### src/rtl/bbx_pkg.sv
package bbx_pkg;
   // ----------------------------------------
   // Opcode fields
   // ----------------------------------------
   localparam logic [4:0] BBX_JUMP_CODE = 5'h1a;
   localparam logic [3:0] BBX_SET_CODE = 4'h8;
   localparam logic [3:0] BBX_TSZ_CODE = 4'hb;
   localparam logic [3:0] BBX_TSO_CODE = 4'ha;
   localparam int BBX_OFS_MSB = 10;
   localparam int BBX_BIT_LSB = 9;
   localparam int BBX_ACC_POS = 8;
   localparam logic [7:0] BBX_ILO_LIMIT = 8'h5f;
   localparam logic [7:0] BBX_ACC_SPLIT = 8'h60;
   localparam logic [3:0] BBX_SFR_BANK = 4'hf;
   localparam logic [20:0] BBX_PC_STEP = 21'h000002;
   // ----------------------------------------
   // Reset values
   // ----------------------------------------
   localparam logic [20:0] BBX_PC_RST = 21'h000000;
   localparam logic [1:0] BBX_Q_RST = 2'h0;
   // ----------------------------------------
   // Phases and states
   // ----------------------------------------
   localparam logic [1:0] BBX_Q1 = 2'h0;
   localparam logic [1:0] BBX_Q2 = 2'h1;
   localparam logic [1:0] BBX_Q3 = 2'h2;
   localparam logic [1:0] BBX_Q4 = 2'h3;
   typedef enum logic [2:0]
   {
      BBX_EXEC = 3'b001,
      BBX_FLUSH1 = 3'b010,
      BBX_FLUSH2 = 3'b100
   } bbx_state_e;
endpackage : bbx_pkg

### src/rtl/bbx_if.sv
`timescale 1ns/1ns
// Operand address path between decoder and address resolver
interface bbx_if;
   logic [7:0] file_addr;
   logic access_sel;
   logic [3:0] bank;
   logic ext_en;
   logic [11:0] idx_base;
   logic [11:0] data_addr;
   modport core (output file_addr, access_sel, bank, ext_en, idx_base, input data_addr);
   modport res (input file_addr, access_sel, bank, ext_en, idx_base, output data_addr);
endinterface : bbx_if

### src/rtl/bbx_core.sv
`timescale 1ns/1ns
// Notes on behaviour
// - Opcode 11010 is jump, eleven-bit signed offset
// - Jump target is address plus 2 plus 2n
// - Jump takes two cycles, second is flush
// - Opcode 1000 is bit set with fields
// - Bit set: read, set bit, write back
// - Access bit 0 selects the access bank
// - Access bit 1 uses bank pointer register
// - Extended set, a=0, f<=95: indexed literal offset
module bbx_core
   import bbx_pkg::*;
(
   // Clock and reset
   input wire logic clk,
   input wire logic sys_rst,
   input wire logic clk_en,
   // Instruction fetch
   input wire logic [15:0] instr_word,
   input wire logic next_is_long,
   // Configuration
   input wire logic ext_set_en,
   input wire logic [3:0] bank_pointer_reg,
   input wire logic [11:0] index_base,
   // Data memory
   input wire logic [7:0] mem_rdata,
   output logic [11:0] mem_addr,
   output logic mem_rd,
   output logic mem_wr,
   output logic [7:0] mem_wdata,
   // Sequencing
   output logic [20:0] pc,
   output logic [1:0] qphase,
   output logic instr_done,
   output logic flushing,
   output logic skip_taken
);

   // ----------------------------------------
   // State
   // ----------------------------------------
   // Everything the sequencer remembers between edges
   typedef struct packed
   {
      bbx_state_e state;
      logic [1:0] q;
      logic [20:0] pc;
      logic [15:0] ir;
      logic [7:0] data;
      logic [11:0] addr;
      logic rd;
      logic wr;
      logic [7:0] wdata;
      logic skip;
   } bbx_state_s;

   bbx_state_s st_reg;
   bbx_state_s st_next;
   bbx_if ap ();

   // ----------------------------------------
   // Decode
   // ----------------------------------------
   logic is_jump;
   logic is_set;
   logic is_tsz;
   logic is_tso;
   logic [2:0] bit_sel;
   logic [20:0] jump_ofs;
   logic bit_val;
   logic [15:0] cur_ir;
   logic bit_op;
   logic skip_hit;

   // Latch opcode in Q1, hold it for the rest of the cycle
   assign cur_ir = (st_reg.q == BBX_Q1) ? instr_word : st_reg.ir;
   assign is_jump = cur_ir[15:11] == BBX_JUMP_CODE;
   assign is_set = cur_ir[15:12] == BBX_SET_CODE;
   assign is_tsz = cur_ir[15:12] == BBX_TSZ_CODE;
   assign is_tso = cur_ir[15:12] == BBX_TSO_CODE;
   assign bit_op = is_set || is_tsz || is_tso;
   // Bit position field
   assign bit_sel = cur_ir[11:BBX_BIT_LSB];
   // Sign-extend and double the offset
   assign jump_ofs = {{9{cur_ir[BBX_OFS_MSB]}}, cur_ir[BBX_OFS_MSB:0], 1'b0};
   // Tested bit of the operand captured in Q2
   assign bit_val = st_reg.data[bit_sel];
   // Skip decision: clear for one opcode, set for the other
   assign skip_hit = (is_tsz && !bit_val) || (is_tso && bit_val);

   // ----------------------------------------
   // Operand address
   // ----------------------------------------
   // Operand address resolution
   assign ap.file_addr = cur_ir[7:0];
   assign ap.access_sel = cur_ir[BBX_ACC_POS];
   assign ap.bank = bank_pointer_reg;
   assign ap.ext_en = ext_set_en;
   assign ap.idx_base = index_base;

   bbx_addr_res u_res
   (
      .ap(ap)
   );

   // ----------------------------------------
   // Sequencer
   // ----------------------------------------
   always_comb
   begin
      st_next = st_reg;
      st_next.rd = 1'b0;
      st_next.wr = 1'b0;
      st_next.skip = 1'b0;
      st_next.q = st_reg.q + 2'h1;
      case (st_reg.state)
         BBX_EXEC:
         begin
            case (st_reg.q)
               BBX_Q1:
               begin
                  st_next.ir = instr_word;
                  if (bit_op)
                  begin
                     // Read operand in Q2
                     st_next.addr = ap.data_addr;
                     st_next.rd = 1'b1;
                  end
               end
               BBX_Q2:
               begin
                  // Capture the operand at the end of Q2
                  if (st_reg.rd)
                  begin
                     st_next.data = mem_rdata;
                  end
               end
               BBX_Q3:
               begin
                  if (is_set)
                  begin
                     // Set only the chosen bit, write in Q4
                     st_next.wdata = st_reg.data | (8'h01 << bit_sel);
                     st_next.wr = 1'b1;
                  end
               end
               default:
               begin
                  // Q4: step past this word unless redirected
                  st_next.pc = st_reg.pc + BBX_PC_STEP;
                  if (is_jump)
                  begin
                     // PC still points at this word, so step past it before adding the offset
                     st_next.pc = st_reg.pc + BBX_PC_STEP + jump_ofs;
                     st_next.state = BBX_FLUSH1;
                  end
                  else if (skip_hit)
                  begin
                     // Drop the word already fetched
                     st_next.skip = 1'b1;
                     st_next.state = next_is_long ? BBX_FLUSH2 : BBX_FLUSH1;
                  end
               end
            endcase
         end
         BBX_FLUSH2:
         begin
            // Discard first word of skipped long instruction, then FLUSH1 drops the second
            if (st_reg.q == BBX_Q4)
            begin
               st_next.pc = st_reg.pc + BBX_PC_STEP;
               st_next.state = BBX_FLUSH1;
            end
         end
         default:
         begin
            // No-operation cycle while the pipeline refills
            if (st_reg.q == BBX_Q4)
            begin
               // A jump already holds its target
               if (st_reg.ir[15:11] != BBX_JUMP_CODE)
               begin
                  st_next.pc = st_reg.pc + BBX_PC_STEP;
               end
               st_next.state = BBX_EXEC;
            end
         end
      endcase
   end

   // ----------------------------------------
   // State register
   // ----------------------------------------
   // Synchronous reset; clock enable freezes every field
   always_ff @(posedge clk)
   begin
      if (sys_rst)
      begin
         st_reg <= '{state: BBX_EXEC, q: BBX_Q_RST, pc: BBX_PC_RST, default: '0};
      end
      else if (clk_en)
      begin
         st_reg <= st_next;
      end
   end

   // ----------------------------------------
   // Outputs
   // ----------------------------------------
   // Registered data and strobes, status from state
   assign mem_addr = st_reg.addr;
   assign mem_rd = st_reg.rd;
   assign mem_wr = st_reg.wr;
   assign mem_wdata = st_reg.wdata;
   assign pc = st_reg.pc;
   assign qphase = st_reg.q;
   assign flushing = st_reg.state != BBX_EXEC;
   assign skip_taken = st_reg.skip;
   assign instr_done = (st_reg.q == BBX_Q4) && clk_en; // Last quarter of a cycle
endmodule : bbx_core

### src/rtl/bbx_addr_res.sv
`timescale 1ns/1ns
module bbx_addr_res
   import bbx_pkg::*;
(
   // Address path
   bbx_if.res ap
);
   // Banked, access bank or indexed literal offset
   always_comb
   begin
      if (!ap.access_sel && ap.ext_en && ap.file_addr <= BBX_ILO_LIMIT)
      begin
         ap.data_addr = ap.idx_base + {4'h0, ap.file_addr};
      end
      else if (!ap.access_sel)
      begin
         // Below 60h is bank 0, from 60h up the special bank
         ap.data_addr = (ap.file_addr < BBX_ACC_SPLIT) ? {4'h0, ap.file_addr}
                                                       : {BBX_SFR_BANK, ap.file_addr};
      end
      else
      begin
         ap.data_addr = {ap.bank, ap.file_addr};
      end
   end
endmodule : bbx_addr_res

### config.mk
export PLATFORM = sky130hd
export DESIGN_NAME = bbx_core
export DESIGN_NICKNAME = d
export VERILOG_FILES = /design/src/rtl/bbx_pkg.sv /design/src/rtl/bbx_if.sv /design/src/rtl/bbx_core.sv /design/src/rtl/bbx_addr_res.sv
export SDC_FILE = /design/constraint.sdc
export NUM_CORES = 1
export LEC_CHECK = 0
export ABC_AREA = 1
export BUFFER_PORTS_ARGS = -buffer_cell sky130_fd_sc_hd__clkbuf_2
export CELL_PAD_IN_SITES_DETAIL_PLACEMENT = 1
export CELL_PAD_IN_SITES_GLOBAL_PLACEMENT = 1
export CORE_MARGIN = 5
export CORE_UTILIZATION = 41
export DETAILED_ROUTE_END_ITERATION = 10
export GPL_ROUTABILITY_DRIVEN = 0
export HOLD_SLACK_MARGIN = 0.15
export MAX_ROUTING_LAYER = met4
export PLACE_DENSITY = 0.92
export SYNTH_ARGS = -nofsm -noshare
export SYNTH_HDL_FRONTEND = slang
export SYNTH_SLANG_ARGS = --single-unit
### constraint.sdc
create_clock -name clk -period 3.83 [get_ports clk]
set_input_delay 0.766 -clock clk [delete_from_list [all_inputs] [get_ports clk]]
set_output_delay 0.766 -clock clk [all_outputs]
set_load 0.1 [all_outputs]
==> results_dict.tcl <==
set metrics [dict create \
    netSwitchingPower_uw 894 \
    crit_arrival_ns 3.55 \
    setup_violations 0 \
    synth_area_mm2 0.00595 \
    fin_crit_ns 3.32 \
    worstMarginPinSlew_ns 0.750 \
    drv_slew 0 \
    post_drt_wl_per_cell_um 17.2 \
    cts_resized 0 \
    worstPathMaxFanout 8 \
    max-cap-violations 0 \
    fin_nets 1030 \
    yosys_warnings 0 \
    reg2reg_depth 16 \
    yosysSeqAreaShare 0.242 \
    diodes 0 \
    critical_path_buf_inv_count 3 \
    dp_hpwl_um 14900 \
    crit_type "reg -> reg" \
    initial_core_util 0.414 \
    synth_edf_count 0 \
    p_int_mw 1.54 \
    grt_setup_unrepaired "no" \
    final_antenna_net_count 0 \
    drive_above_1_share 0.165 \
    antenna_found_initial 0 \
    synthFlopType "dfxtp_1" \
    area_growth_pct 9.07 \
    cp_cell_sequence "inv_1 > ha_1 > o21ai_0 > ha_1 > inv_1 > fa_1 > inv_1 > nand3_1 > nand2_1 > a21oi_1 > o21ai_0 > nand2_1 > nand2_1 > nand2_1 > nand3_1 > a21oi_1" \
    crit_top_cell "nand2_1" \
    hold_path_class "reg -> reg" \
    worst_hold_slack_ns 0.456 \
    critPathLaunchType "register" \
    setup.worst_path.end_class "register" \
    postCtsSetupBuffers 0 \
    power_density_mw_per_mm2 376 \
    synthArstFlopShare 0 \
    grt-ovfl-total 0 \
    relSlewSlack 0.495 \
    io_buffer_count 91 \
    share_clk_of_total_power 0.382 \
    cts_hold_buffers 0 \
    first_pass_iters 4 \
    pwr-share-comb 0.288 \
    fin_setup_tns_ns 0 \
    worstHoldStart "st_reg[70]" \
    num-fill-cells 1956 \
    numCtsBuffers 9 \
    cts_tree "yes" \
    ios 93 \
    slowest_delay_ns 0.48 \
    cts_sinks 72 \
    postSynthAreaPerCell_um2 6.56 \
    ir_drop_uv 243 \
    holdPathEnd "st_reg[70]" \
    fin_crit_sh 0.868 \
    rows 44 \
    coreArea_mm2 0.0144 \
    die_w_um 130 \
    cts_max_path_buffers 2 \
    drt_wl_total_um 19500 \
    outcome "finished, final reports clean" \
    largest_reg_flops 27 \
    grt_use_total 0.242 \
    clk_pin_slew_ns 0.06 \
    synth_cell_types 48 \
    r2r_end "pc[13]" \
    die_area_mm2 0.0170 \
    grt_max_degree 54 \
    worst_r2r_startpoint "qphase[0]" \
    p_leak_nw 3.34 \
    crit_path_top_delay_cell "o21ai_0" \
    worstPathRequired_ns 4.06 \
    finClkSkew_ns 0.00738 \
    drc 0 \
    min_path_cells 2 \
    via_count 6130 \
    htree_levels 3 \
    cp_top_family "adder cells" \
    r2r_slack_ns 0.51 \
    syn_inst 907 \
    grt_pass1_wl_um 31400 \
    ys_ff_latch 72 \
    hold_violations 0 \
    p_seq_frac 0.331 \
    grt_pass1_vias 6202 \
    fmax_mhz 301 \
    dr.first_iter.drc_count 376 \
    via_per_inst 5.40 \
    p_sw_frac 0.367 \
    syn-num-nets 990 \
    clk_latency_ns 0.35 \
    clockRootBuffer "clkbuf_16" \
    die_h_um 130 \
]
==> per-layer routing <==
metal,share of wire,vias to the layer above,GRT usage
met3,0.047,38,0.0321
met2,0.47,168,0.388
met5,0,-,-
li1,-,3012,-
met1,0.46,2912,0.313
met4,0.024,0,0.0847
==> placed cells by master (no fill, tap or decap), types with 3 or more instances in the layout <==
cell and n:
nand4_1 9, inv_2 9, inv_1 111, o21ai_1 22
nand3b_1 5, nand2_4 3, buf_4 6, or2_2 5
a211oi_1 4, ha_1 36, and2_1 3, o22ai_1 3
a21o_1 4, xor2_1 18, a31oi_1 14, nor2_1 69
o21ai_0 56, a21oi_1 67, o211ai_1 9, nand3_1 51
dfxtp_1 72, o21ai_2 5, nor3_1 20, nand2_1 199
xnor2_1 8, clkbuf_2 91, o21bai_1 5, clkbuf_16 9
nand2_2 12
==> cell families after synthesis <==
family / synth area share
flops: 0.242
compound gates: 0.183
other cells: 0.000631
simple gates: 0.291
buf+inv: 0.163
fa+ha+maj: 0.0825
xor+xnor: 0.0383
==> final cells by class <==
cell class | instances | area [um^2] | share of cell area
clock buffers | 10 | 229 | 0.0353
clock inverters | 5 | 82.6 | 0.0127
inverters | 123 | 465 | 0.0718
multi-input cells | 644 | 3540 | 0.545
flip-flops and latches | 72 | 1440 | 0.222
well taps | 184 | 230 | 0.0355
repair buffers | 97 | 500 | 0.0772
==> worst max path at each step <==
stage / start / endpoint / cells after the start
floorplan: qphase[0] / pc[9] / 18
global placement: qphase[0] / pc[17] / 16
detailed placement: qphase[0] / pc[13] / 15
CTS: qphase[0] / pc[13] / 15
global route: qphase[0] / pc[16] / 17
finish: qphase[0] / pc[13] / 16
==> cell usage after synthesis (2+ instances only) <==
master / number / share of area
a211oi_1: 4 / 0.0051
a21o_1: 4 / 0.0051
a21oi_1: 67 / 0.056
a31oi_1: 14 / 0.015
and2_1: 3 / 0.0032
buf_2: 2 / 0.0017
buf_4: 45 / 0.057
buf_6: 8 / 0.015
clkbuf_1: 12 / 0.0076
dfxtp_1: 72 / 0.24
fa_1: 2 / 0.0067
ha_1: 36 / 0.076
inv_1: 111 / 0.070
inv_2: 9 / 0.0057
nand2_1: 199 / 0.13
nand2_2: 12 / 0.013
nand2_4: 3 / 0.0057
nand3_1: 51 / 0.043
nand3_2: 2 / 0.0034
nand3b_1: 5 / 0.0063
nand4_1: 9 / 0.0095
nand4_2: 2 / 0.0042
nor2_1: 69 / 0.044
nor3_1: 20 / 0.017
o211ai_1: 9 / 0.011
o21ai_0: 56 / 0.047
o21ai_1: 22 / 0.019
o21ai_2: 5 / 0.0074
o21bai_1: 5 / 0.0063
o22ai_1: 3 / 0.0032
or2_2: 5 / 0.0053
xnor2_1: 8 / 0.012
xor2_1: 18 / 0.027
==> worst register-to-register path, stage by stage (launching register included) <==
cell     delay [ns]
dfxtp_1        0.40
inv_1          0.11
ha_1           0.35
o21ai_0        0.48
ha_1           0.28
inv_1          0.06
fa_1           0.40
inv_1          0.07
nand3_1        0.07
nand2_1        0.11
a21oi_1        0.11
o21ai_0        0.34
nand2_1        0.15
nand2_1        0.09
nand2_1        0.05
nand3_1        0.08
a21oi_1        0.07
==> metrics by stage <==
stage          worst slack [ns]  utilization  cells  cell area, um^2  power [mW]
2_1_floorplan             0.788            -    907             5950        1.37
3_3_place_gp              0.633        0.430   1120             6170        1.48
3_5_place_dp              0.540        0.430   1120             6170        1.51
4_1_cts                   0.512        0.451   1135             6480        2.44
5_1_grt                   0.177        0.451   1135             6480        2.55
6_report                  0.507        0.451   1135             6480        2.44
==> power groups by stage <==
stage	clock network (mW)	registers [mW]	logic, mW
finish	0.931	0.806	0.701
global route	0.973	0.809	0.768
CTS	0.940	0.805	0.698
detailed placement	0	0.821	0.689
global placement	0	0.820	0.662
floorplan	0	0.817	0.554
(Power assumes the default switching activity.)
